[src/rtl/acs_pkg.sv]
/*
 holds the register map, field layout, encodings, reset values and timing
 counts of the converter sequencer. assumes a 250 MHz system clock.
*/
package acs_pkg;
   localparam int ACS_ADDR_W = 4;
   localparam logic [3:0] ACS_OFF_CTRL0 = 4'h0;
   localparam logic [3:0] ACS_OFF_CTRL1 = 4'h4;
   localparam logic [3:0] ACS_OFF_TIMING = 4'h8;
   localparam logic [3:0] ACS_OFF_RESULT = 4'hC;
   localparam int CTRL0_ON_BIT = 0;
   localparam int CTRL0_GO_BIT = 1;
   localparam int CTRL0_CHS_LSB = 2;
   localparam int CTRL0_DONE_BIT = 8;
   localparam int CTRL0_SAMPLING_BIT = 9;
   localparam int CTRL1_ANA_LSB = 0;
   localparam int TIM_CS_LSB = 0;
   localparam int TIM_ACQ_LSB = 3;
   localparam int TIM_JUST_BIT = 7;
   localparam logic [2:0] ACS_ACQ_MANUAL = 3'h0;
   localparam logic [3:0] ACS_ANA_RST_ALL = 4'h0;
   localparam logic [3:0] ACS_ANA_RST_PB_DIG = 4'h7;
   localparam logic [2:0] ACS_CS_RST = 3'h0;
   localparam logic [3:0] ACS_CONV_PERIODS = 4'hB;
   localparam int ACS_RES_W = 10;
   localparam int ACS_TCY_OSC = 4;
   localparam logic [2:0] ACS_POST_TCY = 3'h2;
   localparam logic [7:0] ACS_POST_OSC = 8'(ACS_POST_TCY * ACS_TCY_OSC);
   localparam logic [7:0] ACS_SLEEP_OSC = 8'(ACS_TCY_OSC);
   typedef enum logic [4:0] {
      ACS_IDLE = 5'h01,
      ACS_DELAY = 5'h02,
      ACS_ACQ = 5'h04,
      ACS_CONV = 5'h08,
      ACS_WAIT = 5'h10
   } acs_state_t;
endpackage : acs_pkg

[src/rtl/acs_sequencer.sv]
/*
 converter sequencer: avalon-mm register slave, acquisition timing, bit
 period selection, conversion, abort and post-conversion wait.
 assumes the rc conversion clock and the analog comparator decision arrive
 from outside as pins, so both are synchronised before use.
*/
`timescale 1ns/1ps
`default_nettype none
module acs_sequencer
   import acs_pkg::*;
#(
   parameter int PORT_W = 13
)
(
   input wire logic MCLK,
   input wire logic RST_B,
   input wire logic CLK_EN,
   input wire logic [ACS_ADDR_W-1:0] AVS_ADDRESS,
   input wire logic AVS_READ,
   input wire logic AVS_WRITE,
   input wire logic [31:0] AVS_WRITEDATA,
   input wire logic [3:0] AVS_BYTEENABLE,
   output logic [31:0] AVS_READDATA,
   output logic AVS_WAITREQUEST,
   input wire logic PORTB_ANALOG_RESET_CFG,
   input wire logic RC_CONV_CLK,
   input wire logic CMP_DECISION,
   input wire logic [PORT_W-1:0] PORT_PINS,
   output logic [PORT_W-1:0] PORT_READ,
   output logic HOLD_CONNECT,
   output logic [ACS_RES_W-1:0] DAC_TRIAL,
   output logic CONV_DONE_IRQ_FLAG
);
   acs_state_t state;
   logic conv_module_on, conv_go_flag, result_justify_sel;
   logic [3:0] channel_sel, pin_analog_cfg;
   logic [2:0] acq_time_sel, conv_clk_sel;
   logic [15:0] result_pair;
   logic [ACS_RES_W-1:0] sar;
   logic [3:0] bit_cnt;
   logic [4:0] acq_cnt;
   logic [7:0] wait_cnt, div_cnt;
   logic rc_s1, rc_s2, rc_s3, cmp_s1, cmp_s2, strap_done;
   logic [PORT_W-1:0] pin_s1, pin_s2;
   logic req_q, period_tick, wr_go, wr_go_set;
   logic [4:0] acq_len;
   logic [7:0] div_len;

   // lookup table of acquisition lengths in bit periods
   function automatic logic [4:0] acq_periods(input logic [2:0] sel);
      case (sel)
         3'h1: acq_periods = 5'h02;
         3'h2: acq_periods = 5'h04;
         3'h3: acq_periods = 5'h06;
         3'h4: acq_periods = 5'h08;
         3'h5: acq_periods = 5'h0C;
         3'h6: acq_periods = 5'h10;
         3'h7: acq_periods = 5'h14;
         default: acq_periods = 5'h00;
      endcase
   endfunction : acq_periods

   // oscillator periods per bit period; zero means the rc clock
   function automatic logic [7:0] div_periods(input logic [2:0] sel);
      case (sel)
         3'h0: div_periods = 8'h02;
         3'h4: div_periods = 8'h04;
         3'h1: div_periods = 8'h08;
         3'h5: div_periods = 8'h10;
         3'h2: div_periods = 8'h20;
         3'h6: div_periods = 8'h40;
         default: div_periods = 8'h00;
      endcase
   endfunction : div_periods

   assign acq_len = acq_periods(acq_time_sel);
   assign div_len = div_periods(conv_clk_sel);
   assign wr_go = AVS_WRITE && req_q && AVS_ADDRESS == ACS_OFF_CTRL0 && AVS_BYTEENABLE[0];
   assign wr_go_set = wr_go && AVS_WRITEDATA[CTRL0_GO_BIT];

   // pins and the rc clock are asynchronous to MCLK
   always_ff @(posedge MCLK)
   begin
      if (!RST_B)
      begin
         rc_s1 <= 1'b0;
         rc_s2 <= 1'b0;
         rc_s3 <= 1'b0;
         cmp_s1 <= 1'b0;
         cmp_s2 <= 1'b0;
         pin_s1 <= '0;
         pin_s2 <= '0;
      end
      else if (CLK_EN)
      begin
         rc_s1 <= RC_CONV_CLK;
         rc_s2 <= rc_s1;
         rc_s3 <= rc_s2;
         cmp_s1 <= CMP_DECISION;
         cmp_s2 <= cmp_s1;
         pin_s1 <= PORT_PINS;
         pin_s2 <= pin_s1;
      end
   end

   // bit-period tick from the divider or a rising edge of the rc clock
   always_ff @(posedge MCLK)
   begin
      if (!RST_B)
      begin
         div_cnt <= 8'h00;
         period_tick <= 1'b0;
      end
      else if (CLK_EN)
      begin
         if (state == ACS_IDLE || state == ACS_DELAY || state == ACS_WAIT)
         begin
            div_cnt <= 8'h00;
            period_tick <= 1'b0;
         end
         else if (div_len == 8'h00)
         begin
            period_tick <= rc_s2 && !rc_s3;
         end
         else if (div_cnt == div_len - 8'h01)
         begin
            div_cnt <= 8'h00;
            period_tick <= 1'b1;
         end
         else
         begin
            div_cnt <= div_cnt + 8'h01;
            period_tick <= 1'b0;
         end
      end
   end

   // one-cycle bus answer: waitrequest drops the cycle after the request
   always_ff @(posedge MCLK)
   begin
      if (!RST_B)
         req_q <= 1'b0;
      else if (CLK_EN)
         req_q <= (AVS_READ || AVS_WRITE) && !req_q;
   end
   always_ff @(posedge MCLK)
   begin
      if (!RST_B)
         AVS_WAITREQUEST <= 1'b1;
      else if (CLK_EN)
         AVS_WAITREQUEST <= !((AVS_READ || AVS_WRITE) && !req_q);
   end

   // strap caught once after release of reset
   always_ff @(posedge MCLK)
   begin
      if (!RST_B)
         strap_done <= 1'b0;
      else if (CLK_EN)
         strap_done <= 1'b1;
   end

   // control registers
   always_ff @(posedge MCLK)
   begin
      if (!RST_B)
      begin
         conv_module_on <= 1'b0;
         channel_sel <= 4'h0;
         acq_time_sel <= ACS_ACQ_MANUAL;
         conv_clk_sel <= ACS_CS_RST;
         result_justify_sel <= 1'b0;
         pin_analog_cfg <= ACS_ANA_RST_ALL;
      end
      else if (CLK_EN)
      begin
         if (!strap_done)
            pin_analog_cfg <= PORTB_ANALOG_RESET_CFG ? ACS_ANA_RST_ALL
                                                     : ACS_ANA_RST_PB_DIG;
         else if (AVS_WRITE && req_q && AVS_BYTEENABLE[0])
         begin
            if (AVS_ADDRESS == ACS_OFF_CTRL0)
            begin
               conv_module_on <= AVS_WRITEDATA[CTRL0_ON_BIT];
               channel_sel <= AVS_WRITEDATA[CTRL0_CHS_LSB +: 4];
            end
            else if (AVS_ADDRESS == ACS_OFF_CTRL1)
               pin_analog_cfg <= AVS_WRITEDATA[CTRL1_ANA_LSB +: 4];
            else if (AVS_ADDRESS == ACS_OFF_TIMING)
            begin
               conv_clk_sel <= AVS_WRITEDATA[TIM_CS_LSB +: 3];
               acq_time_sel <= AVS_WRITEDATA[TIM_ACQ_LSB +: 3];
               result_justify_sel <= AVS_WRITEDATA[TIM_JUST_BIT];
            end
         end
      end
   end

   // sequencer
   always_ff @(posedge MCLK)
   begin
      if (!RST_B)
      begin
         state <= ACS_IDLE;
         conv_go_flag <= 1'b0;
         acq_cnt <= 5'h00;
         bit_cnt <= 4'h0;
         wait_cnt <= 8'h00;
         sar <= '0;
      end
      else if (CLK_EN)
      begin
         case (state)
            ACS_IDLE:
            begin
               // go only takes effect while the module is already on
               if (wr_go_set && conv_module_on)
               begin
                  conv_go_flag <= 1'b1;
                  acq_cnt <= 5'h00;
                  wait_cnt <= 8'h00;
                  state <= (acq_len == 5'h00) ? ACS_DELAY : ACS_ACQ;
               end
            end
            ACS_DELAY:
            begin
               if (wr_go && !AVS_WRITEDATA[CTRL0_GO_BIT])
               begin
                  conv_go_flag <= 1'b0;
                  state <= ACS_IDLE;
               end
               else if (wait_cnt == ACS_SLEEP_OSC - 8'h01)
               begin
                  bit_cnt <= 4'h0;
                  sar <= '0;
                  state <= ACS_CONV;
               end
               else
                  wait_cnt <= wait_cnt + 8'h01;
            end
            ACS_ACQ:
            begin
               if (wr_go && !AVS_WRITEDATA[CTRL0_GO_BIT])
               begin
                  conv_go_flag <= 1'b0;
                  state <= ACS_IDLE;
               end
               else if (period_tick)
               begin
                  if (acq_cnt == acq_len - 5'h01)
                  begin
                     bit_cnt <= 4'h0;
                     sar <= '0;
                     state <= ACS_CONV;
                  end
                  else
                     acq_cnt <= acq_cnt + 5'h01;
               end
            end
            ACS_CONV:
            begin
               if ((wr_go && !AVS_WRITEDATA[CTRL0_GO_BIT]) || !conv_module_on)
               begin
                  conv_go_flag <= 1'b0;
                  wait_cnt <= 8'h00;
                  state <= ACS_WAIT;
               end
               else if (period_tick)
               begin
                  // first period settles, then one decided bit per period
                  if (bit_cnt != 4'h0)
                     sar[ACS_RES_W - 32'(bit_cnt)] <= cmp_s2;
                  if (bit_cnt == ACS_CONV_PERIODS - 4'h1)
                  begin
                     conv_go_flag <= 1'b0;
                     wait_cnt <= 8'h00;
                     state <= ACS_WAIT;
                  end
                  else
                     bit_cnt <= bit_cnt + 4'h1;
               end
            end
            ACS_WAIT:
            begin
               if (wait_cnt == ACS_POST_OSC - 8'h01)
                  state <= ACS_IDLE;
               else
                  wait_cnt <= wait_cnt + 8'h01;
            end
            default: state <= ACS_IDLE;
         endcase
      end
   end

   // result write shares the completing edge with go and done
   always_ff @(posedge MCLK)
   begin
      if (!RST_B)
         result_pair <= 16'h0000;
      else if (CLK_EN)
      begin
         if (state == ACS_CONV && period_tick && bit_cnt == ACS_CONV_PERIODS - 4'h1
             && conv_module_on && !(wr_go && !AVS_WRITEDATA[CTRL0_GO_BIT]))
            result_pair <= result_justify_sel
                           ? {6'h00, sar[ACS_RES_W-1:1], cmp_s2}
                           : {sar[ACS_RES_W-1:1], cmp_s2, 6'h00};
         else if (AVS_WRITE && req_q && AVS_ADDRESS == ACS_OFF_RESULT)
         begin
            if (AVS_BYTEENABLE[0])
               result_pair[7:0] <= AVS_WRITEDATA[7:0];
            if (AVS_BYTEENABLE[1])
               result_pair[15:8] <= AVS_WRITEDATA[15:8];
         end
      end
   end

   // done flag: set wins over a software clear in the same cycle unless that write also clears go
   always_ff @(posedge MCLK)
   begin
      if (!RST_B)
         CONV_DONE_IRQ_FLAG <= 1'b0;
      else if (CLK_EN)
      begin
         if (state == ACS_CONV && period_tick && bit_cnt == ACS_CONV_PERIODS - 4'h1
             && conv_module_on && !(wr_go && !AVS_WRITEDATA[CTRL0_GO_BIT]))
            CONV_DONE_IRQ_FLAG <= 1'b1;
         else if (wr_go && AVS_WRITEDATA[CTRL0_DONE_BIT] && AVS_BYTEENABLE[1])
            CONV_DONE_IRQ_FLAG <= 1'b0;
      end
   end

   // analog-side outputs; conversion ignores channel and direction
   always_ff @(posedge MCLK)
   begin
      if (!RST_B)
      begin
         HOLD_CONNECT <= 1'b0;
         DAC_TRIAL <= '0;
         PORT_READ <= '0;
      end
      else if (CLK_EN)
      begin
         HOLD_CONNECT <= conv_module_on && !(state == ACS_CONV) && !(state == ACS_WAIT);
         DAC_TRIAL <= sar | ((state == ACS_CONV && bit_cnt != 4'h0 && bit_cnt < ACS_CONV_PERIODS)
                      ? ACS_RES_W'(1) << (ACS_RES_W - 32'(bit_cnt)) : '0);
         // digital pins are the top (code - 2) pins; codes up to 2 leave every pin analog
         for (int i = 0; i < PORT_W; i++)
            PORT_READ[i] <= (32'(i) + 32'(pin_analog_cfg) >= 32'(PORT_W) + 32'h2)
                            ? pin_s2[i] : 1'b0;
      end
   end

   // read data
   always_ff @(posedge MCLK)
   begin
      if (!RST_B)
         AVS_READDATA <= 32'h0000_0000;
      else if (CLK_EN)
      begin
         if (AVS_ADDRESS == ACS_OFF_CTRL0)
            AVS_READDATA <= 32'({state != ACS_IDLE && state != ACS_WAIT, CONV_DONE_IRQ_FLAG,
                            2'h0, channel_sel, conv_go_flag, conv_module_on});
         else if (AVS_ADDRESS == ACS_OFF_CTRL1)
            AVS_READDATA <= 32'(pin_analog_cfg);
         else if (AVS_ADDRESS == ACS_OFF_TIMING)
            AVS_READDATA <= 32'({result_justify_sel, 1'b0, acq_time_sel, conv_clk_sel});
         else
            AVS_READDATA <= 32'(result_pair);
      end
   end

   AST_GO_CLEARS_WITH_DONE: assert property (@(posedge MCLK) disable iff (!RST_B)
      $rose(CONV_DONE_IRQ_FLAG) |-> $fell(conv_go_flag))
      else $error("done set without go clearing");
   AST_RESET_MANUAL: assert property (@(posedge MCLK)
      !RST_B |=> acq_time_sel == ACS_ACQ_MANUAL && !conv_module_on)
      else $error("reset left acquisition or module state");
   AST_WAIT_LEN: assert property (@(posedge MCLK) disable iff (!RST_B || !CLK_EN)
      $rose(state == ACS_WAIT) |-> (state == ACS_WAIT) [*8] ##1 state == ACS_IDLE)
      else $error("post wait not two instruction cycles");
   AST_HOLD_OFF: assert property (@(posedge MCLK) disable iff (!RST_B)
      state == ACS_CONV |=> !HOLD_CONNECT)
      else $error("hold capacitor still connected");
   AST_DELAY_ONE_TCY: assert property (@(posedge MCLK) disable iff (!RST_B || !CLK_EN)
      $rose(state == ACS_DELAY) && conv_go_flag |-> (state == ACS_DELAY) [*4])
      else $error("manual start delay wrong");
   AST_GO_HELD: assert property (@(posedge MCLK) disable iff (!RST_B)
      state == ACS_ACQ |-> conv_go_flag)
      else $error("go dropped during acquisition");
   AST_ABORT_KEEPS: assert property (@(posedge MCLK) disable iff (!RST_B)
      $past(state) == ACS_CONV && $fell(conv_go_flag) && !$rose(CONV_DONE_IRQ_FLAG)
      |-> $stable(result_pair))
      else $error("abort changed result");
   AST_MANUAL_NO_ACQ: assert property (@(posedge MCLK) disable iff (!RST_B)
      $past(state) == ACS_IDLE && state != ACS_IDLE && acq_time_sel == 3'h0
      |-> state == ACS_DELAY)
      else $error("manual mode entered acquisition");
   COV_DONE: cover property (@(posedge MCLK) $rose(CONV_DONE_IRQ_FLAG));
   COV_ABORT: cover property (@(posedge MCLK) state == ACS_CONV ##1 state == ACS_WAIT
      && !CONV_DONE_IRQ_FLAG);
   COV_PROG_ACQ: cover property (@(posedge MCLK) state == ACS_ACQ ##1 state == ACS_CONV);
endmodule : acs_sequencer
`default_nettype wire

[config.mk]
export PLATFORM = sky130hd
export DESIGN_NAME = acs_sequencer
export DESIGN_NICKNAME = d
export VERILOG_FILES = /design/src/rtl/acs_pkg.sv /design/src/rtl/acs_sequencer.sv
export SDC_FILE = /design/constraint.sdc
export NUM_CORES = 1
export LEC_CHECK = 0
export ABC_CLOCK_PERIOD_IN_PS = 7500
export BUFFER_PORTS_ARGS = -buffer_cell sky130_fd_sc_hd__buf_2
export CAP_MARGIN = 20
export CORE_AREA = 2 2 125 127
export CTS_CLUSTER_DIAMETER = 120
export DETAILED_ROUTE_END_ITERATION = 8
export DIE_AREA = 0 0 127 129
export GPL_ROUTABILITY_DRIVEN = 1
export PLACE_DENSITY = 0.75
export REMOVE_ABC_BUFFERS = 1
export SLEW_MARGIN = 20
export SYNTH_ARGS = -nofsm -noshare
export SYNTH_HDL_FRONTEND = slang
export SYNTH_SLANG_ARGS = --single-unit
[constraint.sdc]
create_clock -name MCLK -period 7.5 [get_ports MCLK]
set_clock_uncertainty 0.05 [all_clocks]
set_input_delay 2.25 -clock MCLK [delete_from_list [all_inputs] [get_ports MCLK]]
set_output_delay 2.25 -clock MCLK [all_outputs]
set_load 0.03 [all_outputs]
**After elaboration in Yosys (flattened, before gate mapping)**

Index checks and enable logic that the tools add are counted.

- Bitwise gates (word level): 3
- Reductions and logical operators: 61
- Equality and inequality tests: 51
- Multiplexer cells: 89
- Magnitude comparators: 16
- Shift operators: 1
- Add/subtract/negate cells: 19

Operator list:

| kind | count |
|---|---|
| $mux W16 | 6 |
| $mux W8 | 12 |
| $mux W10 | 9 |
| $mux W5 | 14 |
| $ge A5 B4 Y1 const B | 12 |
| $mux W4 | 12 |
| $pmux W7 S6 | 1 |
| $pmux W5 S7 | 1 |
| $ge A32 B1 Y1 const B | 1 |
| $lt A32 B5 Y1 const B | 1 |
| $pmux W8 S4 | 1 |
| $shl A1 B32 Y10 const A | 1 |
| $pmux W10 S3 | 1 |
| $ne A2 B2 Y1 const B | 14 |
| $add A4 B4 Y5 const A | 5 |
| $pmux W5 S5 | 1 |
| $mux W1 | 24 |
| $logic_and A1 B1 Y1 | 22 |
| $eq A3 B3 Y1 const B | 7 |
| $add A3 B4 Y5 const A | 4 |
| $reduce_and A10 Y1 | 2 |
| $reduce_and A6 Y1 | 3 |
| $add A8 B1 Y8 const B | 2 |
| $reduce_and A8 Y1 | 2 |
| 48 further kinds | 82 |

- Output and inout port bits: 58
- Register bits after elaboration: 165
- Logic and storage cells: 271
- Input port bits: 61

**Depth between registers and ports, before layout**

- Depth after elaboration: 10
- Depth in mapped cells: 11
- Gate-level depth less buffers: 8

**Least setup slack after synthesis**

No wires, ideal clock.

- Kind: input-to-reg
- Start point: input AVS_ADDRESS[1]
- End point: register wait_cnt[2]
- Buffers on the path: 1
- Data required time: 7,328 ps
- Path slack: 3,351 ps
- Arrival time: 3,977 ps
- Setup time: 122 ps
- Stages: 7
- Path through: or4_4 -> nor3_2 -> o21ai_0 -> nor4_2 -> buf_2 -> a21boi_0 -> o22ai_1

- Longest elaborated chain between the ends: 7
- Elaborated cells on any way between the ends: 14
- Those cells by class: eq/ne: 4; mux: 2; reduce/logical: 8

Ends and longest elaborated chain:

| item | line | text |
|---|---|---|
| start, declared | acs_sequencer.sv:18 | `input wire logic [ACS_ADDR_W-1:0] AVS_ADDRESS,` |
| $logic_not A4 Y1 * | acs_sequencer.sv:78 | `assign wr_go = AVS_WRITE && req_q && AVS_ADDRESS == ACS_OFF_CTRL0 && AVS_BYTEENABLE[0];` |
| $logic_and A1 B1 Y1 * (2 in series) | acs_sequencer.sv:78 |  |
| $logic_and A1 B1 Y1, on equally long branches | acs_sequencer.sv:227, acs_sequencer.sv:262, acs_sequencer.sv:79 |  |
| $logic_or A1 B1 Y1 or $logic_and A1 B1 Y1 (tied branches) | acs_sequencer.sv:262, acs_sequencer.sv:217 |  |
| $ne A3 B3 Y1 (no source line) (tied with other cells) | - |  |
| $reduce_and A8 Y1 (no source line) or $pmux W8 S4 (tied branches) | - |  |
| end signal, assigned | acs_sequencer.sv:239 | `wait_cnt <= wait_cnt + 8'h01;` |
| end signal, assigned | acs_sequencer.sv:288 | `wait_cnt <= wait_cnt + 8'h01;` |
| end, declared | acs_sequencer.sv:42 | `logic [7:0] wait_cnt, div_cnt;` |

Every way passes the cells marked *; elsewhere a longest branch is shown, timed or not.
A chain may end at the register's enable or synchronous reset.

**Worst setup path in the final report**

- Start point: input AVS_ADDRESS[3]
- End point: register wait_cnt[0]

Same word-level chain as after synthesis.

==> impl_metrics.toml <==
[run_status]
status = "completed"

[placement]
place_congestion = 0.875
io_buffers = 84
dp.cells = 1166
dpl.hpwl_mm = 12.9

[sta]
whs_ns = 0.421
drv_slew = 0
fin_setup_tns_ns = 0
fmax_mhz = 216
worst_slew_pin_slew_ns = 1.16
relSlewSlack_pct = 22.3
period_minus_slack_ns = 4.63
post-route-period-util_pct = 61.7
hold_viol = 0
finalSetupViolCount = 0
rsz0062_at_grt = "false"

[clocking]
cts_resized = 0
cts_buffers = 17
postCtsSetupRepairBufs = 0
cts_max_level = 4
cts.sinks = 149
clk_pin_slew_ns = 0.06
cts_hold_repair.buffers = 0
cts_tree = "done"
clock_latency_ns = 0.42
clk_path_buf_depth = 2
cts_root_buffer = "clkbuf_16"

[yosys]
ys_ff_latch = 149
synthSimpleGateAreaFrac_pct = 23.3
synth.distinct_cells = 77
syn-instance-count = 959
synth_area_leader_cell = "dfxtp_1"
syn_area_um2 = 8140
synthTopCellsByArea = "dfxtp_1 (37%), mux2i_1 (6.1%), nand2_1 (4.6%)"
synth-seq-area-share_pct = 36.6
synth_warnings = 0
synth_edf_count = 0
synth_ff_type = "dfxtp_1"
synth_top_family_by_area = "simple AND/OR/NAND/NOR gates"
yosys.area_share.adder_pct = 4.30
synthXorXnorAreaFrac_pct = 2.04
synth_top_area_share_pct = 36.6
synth_mux_area_share_pct = 6.43
async_reset_ff_share_pct = 0
synth_compound_area_share_pct = 21.1
syn_avg_cell_area_um2 = 8.49

[floorplanning]
die_y_um = 129
io_pins = 119
coreArea_um2 = 15000
dieArea_um2 = 16400
die_w_um = 127
fp-row-count = 45
start_util_pct = 54.3

[worst_setup_path]
criticalPathCategory = "in2reg"
r2r_start = "state[1]"
crit_start = "AVS_ADDRESS[3]"
setup.worst_path.end_class = "flip-flop"
cp_max_fo = 13
critPathLaunchType = "input port"
critPathRequiredTime_ns = 7.80
crit_arrival_ns = 4.92

[route]
wl_mm = 18.9
routed-via-count = 6985
firstDrtPassIters = 5
ant_nets = 0
via_per_inst = 5.83
wl_per_cell_um = 15.8
drtIter0Drc = 490
drcViolationCount = 0

[global_route]
antenna_found_initial = 0
grt_max_degree = 83
grt.total_usage_pct = 23.0
grt-ovfl-total = 0
grt_first_pass_wirelength_mm = 30.9
grt_pass1_vias = 6230

[power]
power.density_nw_per_um2 = 202
ir_worst_vdd_uv = 144
leakage_nw = 3.75

[final_layout]
area_growth_syn_to_layout_pct = 11.3
fin_nets = 1086
drive_gt1_share_pct = 14.7
finalNonFillerCells = 1198
antennaDiodeCount = 0

[run]
cap_violations = 0

[hold_path]
hp-start = "channel_sel[1]"
hold_path.class = "reg2reg"
-- stage by stage --
stage                     total power (W)  instance area [um2]  utilization (%)  worst slack (ns)
after global placement            0.00101                 8470             56.5              2.45
after global routing              0.00190                 9050             60.5              2.62
after detailed placement          0.00101                 8470             56.5              2.47
final                             0.00183                 9050             60.5              2.87
after CTS                         0.00184                 9050             60.5              2.91
after floorplan                  0.000945                 7780                -              3.15
-- flip-flops by register name, indices dropped and copies added, names as in the netlist, 3 cells and up --
| register | flops |
|---|---|
| pin_s1 | 13 |
| conv_clk_sel | 3 |
| PORT_READ | 13 |
| wait_cnt | 8 |
| sar | 10 |
| AVS_READDATA | 16 |
| result_pair | 16 |
| acq_cnt | 5 |
| state | 5 |
| channel_sel | 4 |
| pin_s2 | 13 |
| pin_analog_cfg | 4 |
| div_cnt | 8 |
| acq_time_sel | 3 |
| bit_cnt | 4 |
| DAC_TRIAL | 10 |
-- kinds of logic after synthesis --
group | Yosys count
and+or+nand+nor | 362
AOI/OAI and AO/OA | 243
DFF | 149
buffers and inverters | 105
muxes | 52
adders and majority gates | 28
xor gates and xnor gates | 19
other | 1
-- synth_stat cells (12+ instances only) --
master    number
inv_1         20
ha_1          28
a21boi_0      31
nand3_1       51
nor2_1        50
nand2_1      100
clkbuf_1      51
nor2b_1       51
mux2i_1       50
a21oi_1       55
nand2b_1      12
buf_4         16
o21ai_0       34
nand3b_1      13
o211a_1       17
dfxtp_1      149
-- cell type report --
class | count | area, um2
fillers | 1302 | 5920
multi-input cells | 720 | 4720
flip-flops and latches | 149 | 2980
clock buffers | 21 | 460
repair buffers | 88 | 455
well taps | 188 | 235
clock inverters | 11 | 125
inverters | 21 | 78.8
-- routing by layer --
layer  GRT usage [%]  up-vias  share of wire (%)
li1                -     3486                  -
met1            31.9     3265                 48
met2            36.3      202                 46
met3            4.03       32                5.0
met4            8.14        0                1.8
met5               0        -                  0
-- layout by cell type, fill, tap and decap left out, drive strengths merged, types with 11 or more instances in the layout --
cell,count
clkbuf,21
dfxtp,149
mux2i,50
a21oi,56
o211a,17
nand3b,13
nand2b,13
nor2,50
and3,11
nor4,13
a31oi,11
and2,12
inv,21
nand3,51
o21ai,36
xnor2,11
nand2,100
a21boi,32
conb,16
buf,88
o211ai,11
nor2b,51
nor3,12
ha,28
-- critical path, stage by stage --
cell     delay, ns
buf_2         0.20
or4_4         0.56
o21ai_2       0.28
nor3b_1       0.16
nor4_2        0.89
nand2_1       0.33
o22ai_1       0.25
-- power breakdown --
| group | internal, W | switching [W] |
|---|---|---|
| registers | 0.000809 | 0.0000161 |
| logic | 0.0000628 | 0.000107 |
| clock network | 0.000507 | 0.000330 |
-- worst paths after layout --
path	slack, ns	endpoint	cells past startpoint
worst max-delay path	2.87	wait_cnt[0]	7
worst max register to register	4.19	sar[6]	6
worst min register to register	0.42	channel_sel[1]	2
worst min-delay path	0.42	channel_sel[1]	2
(Power assumes the default switching activity.)
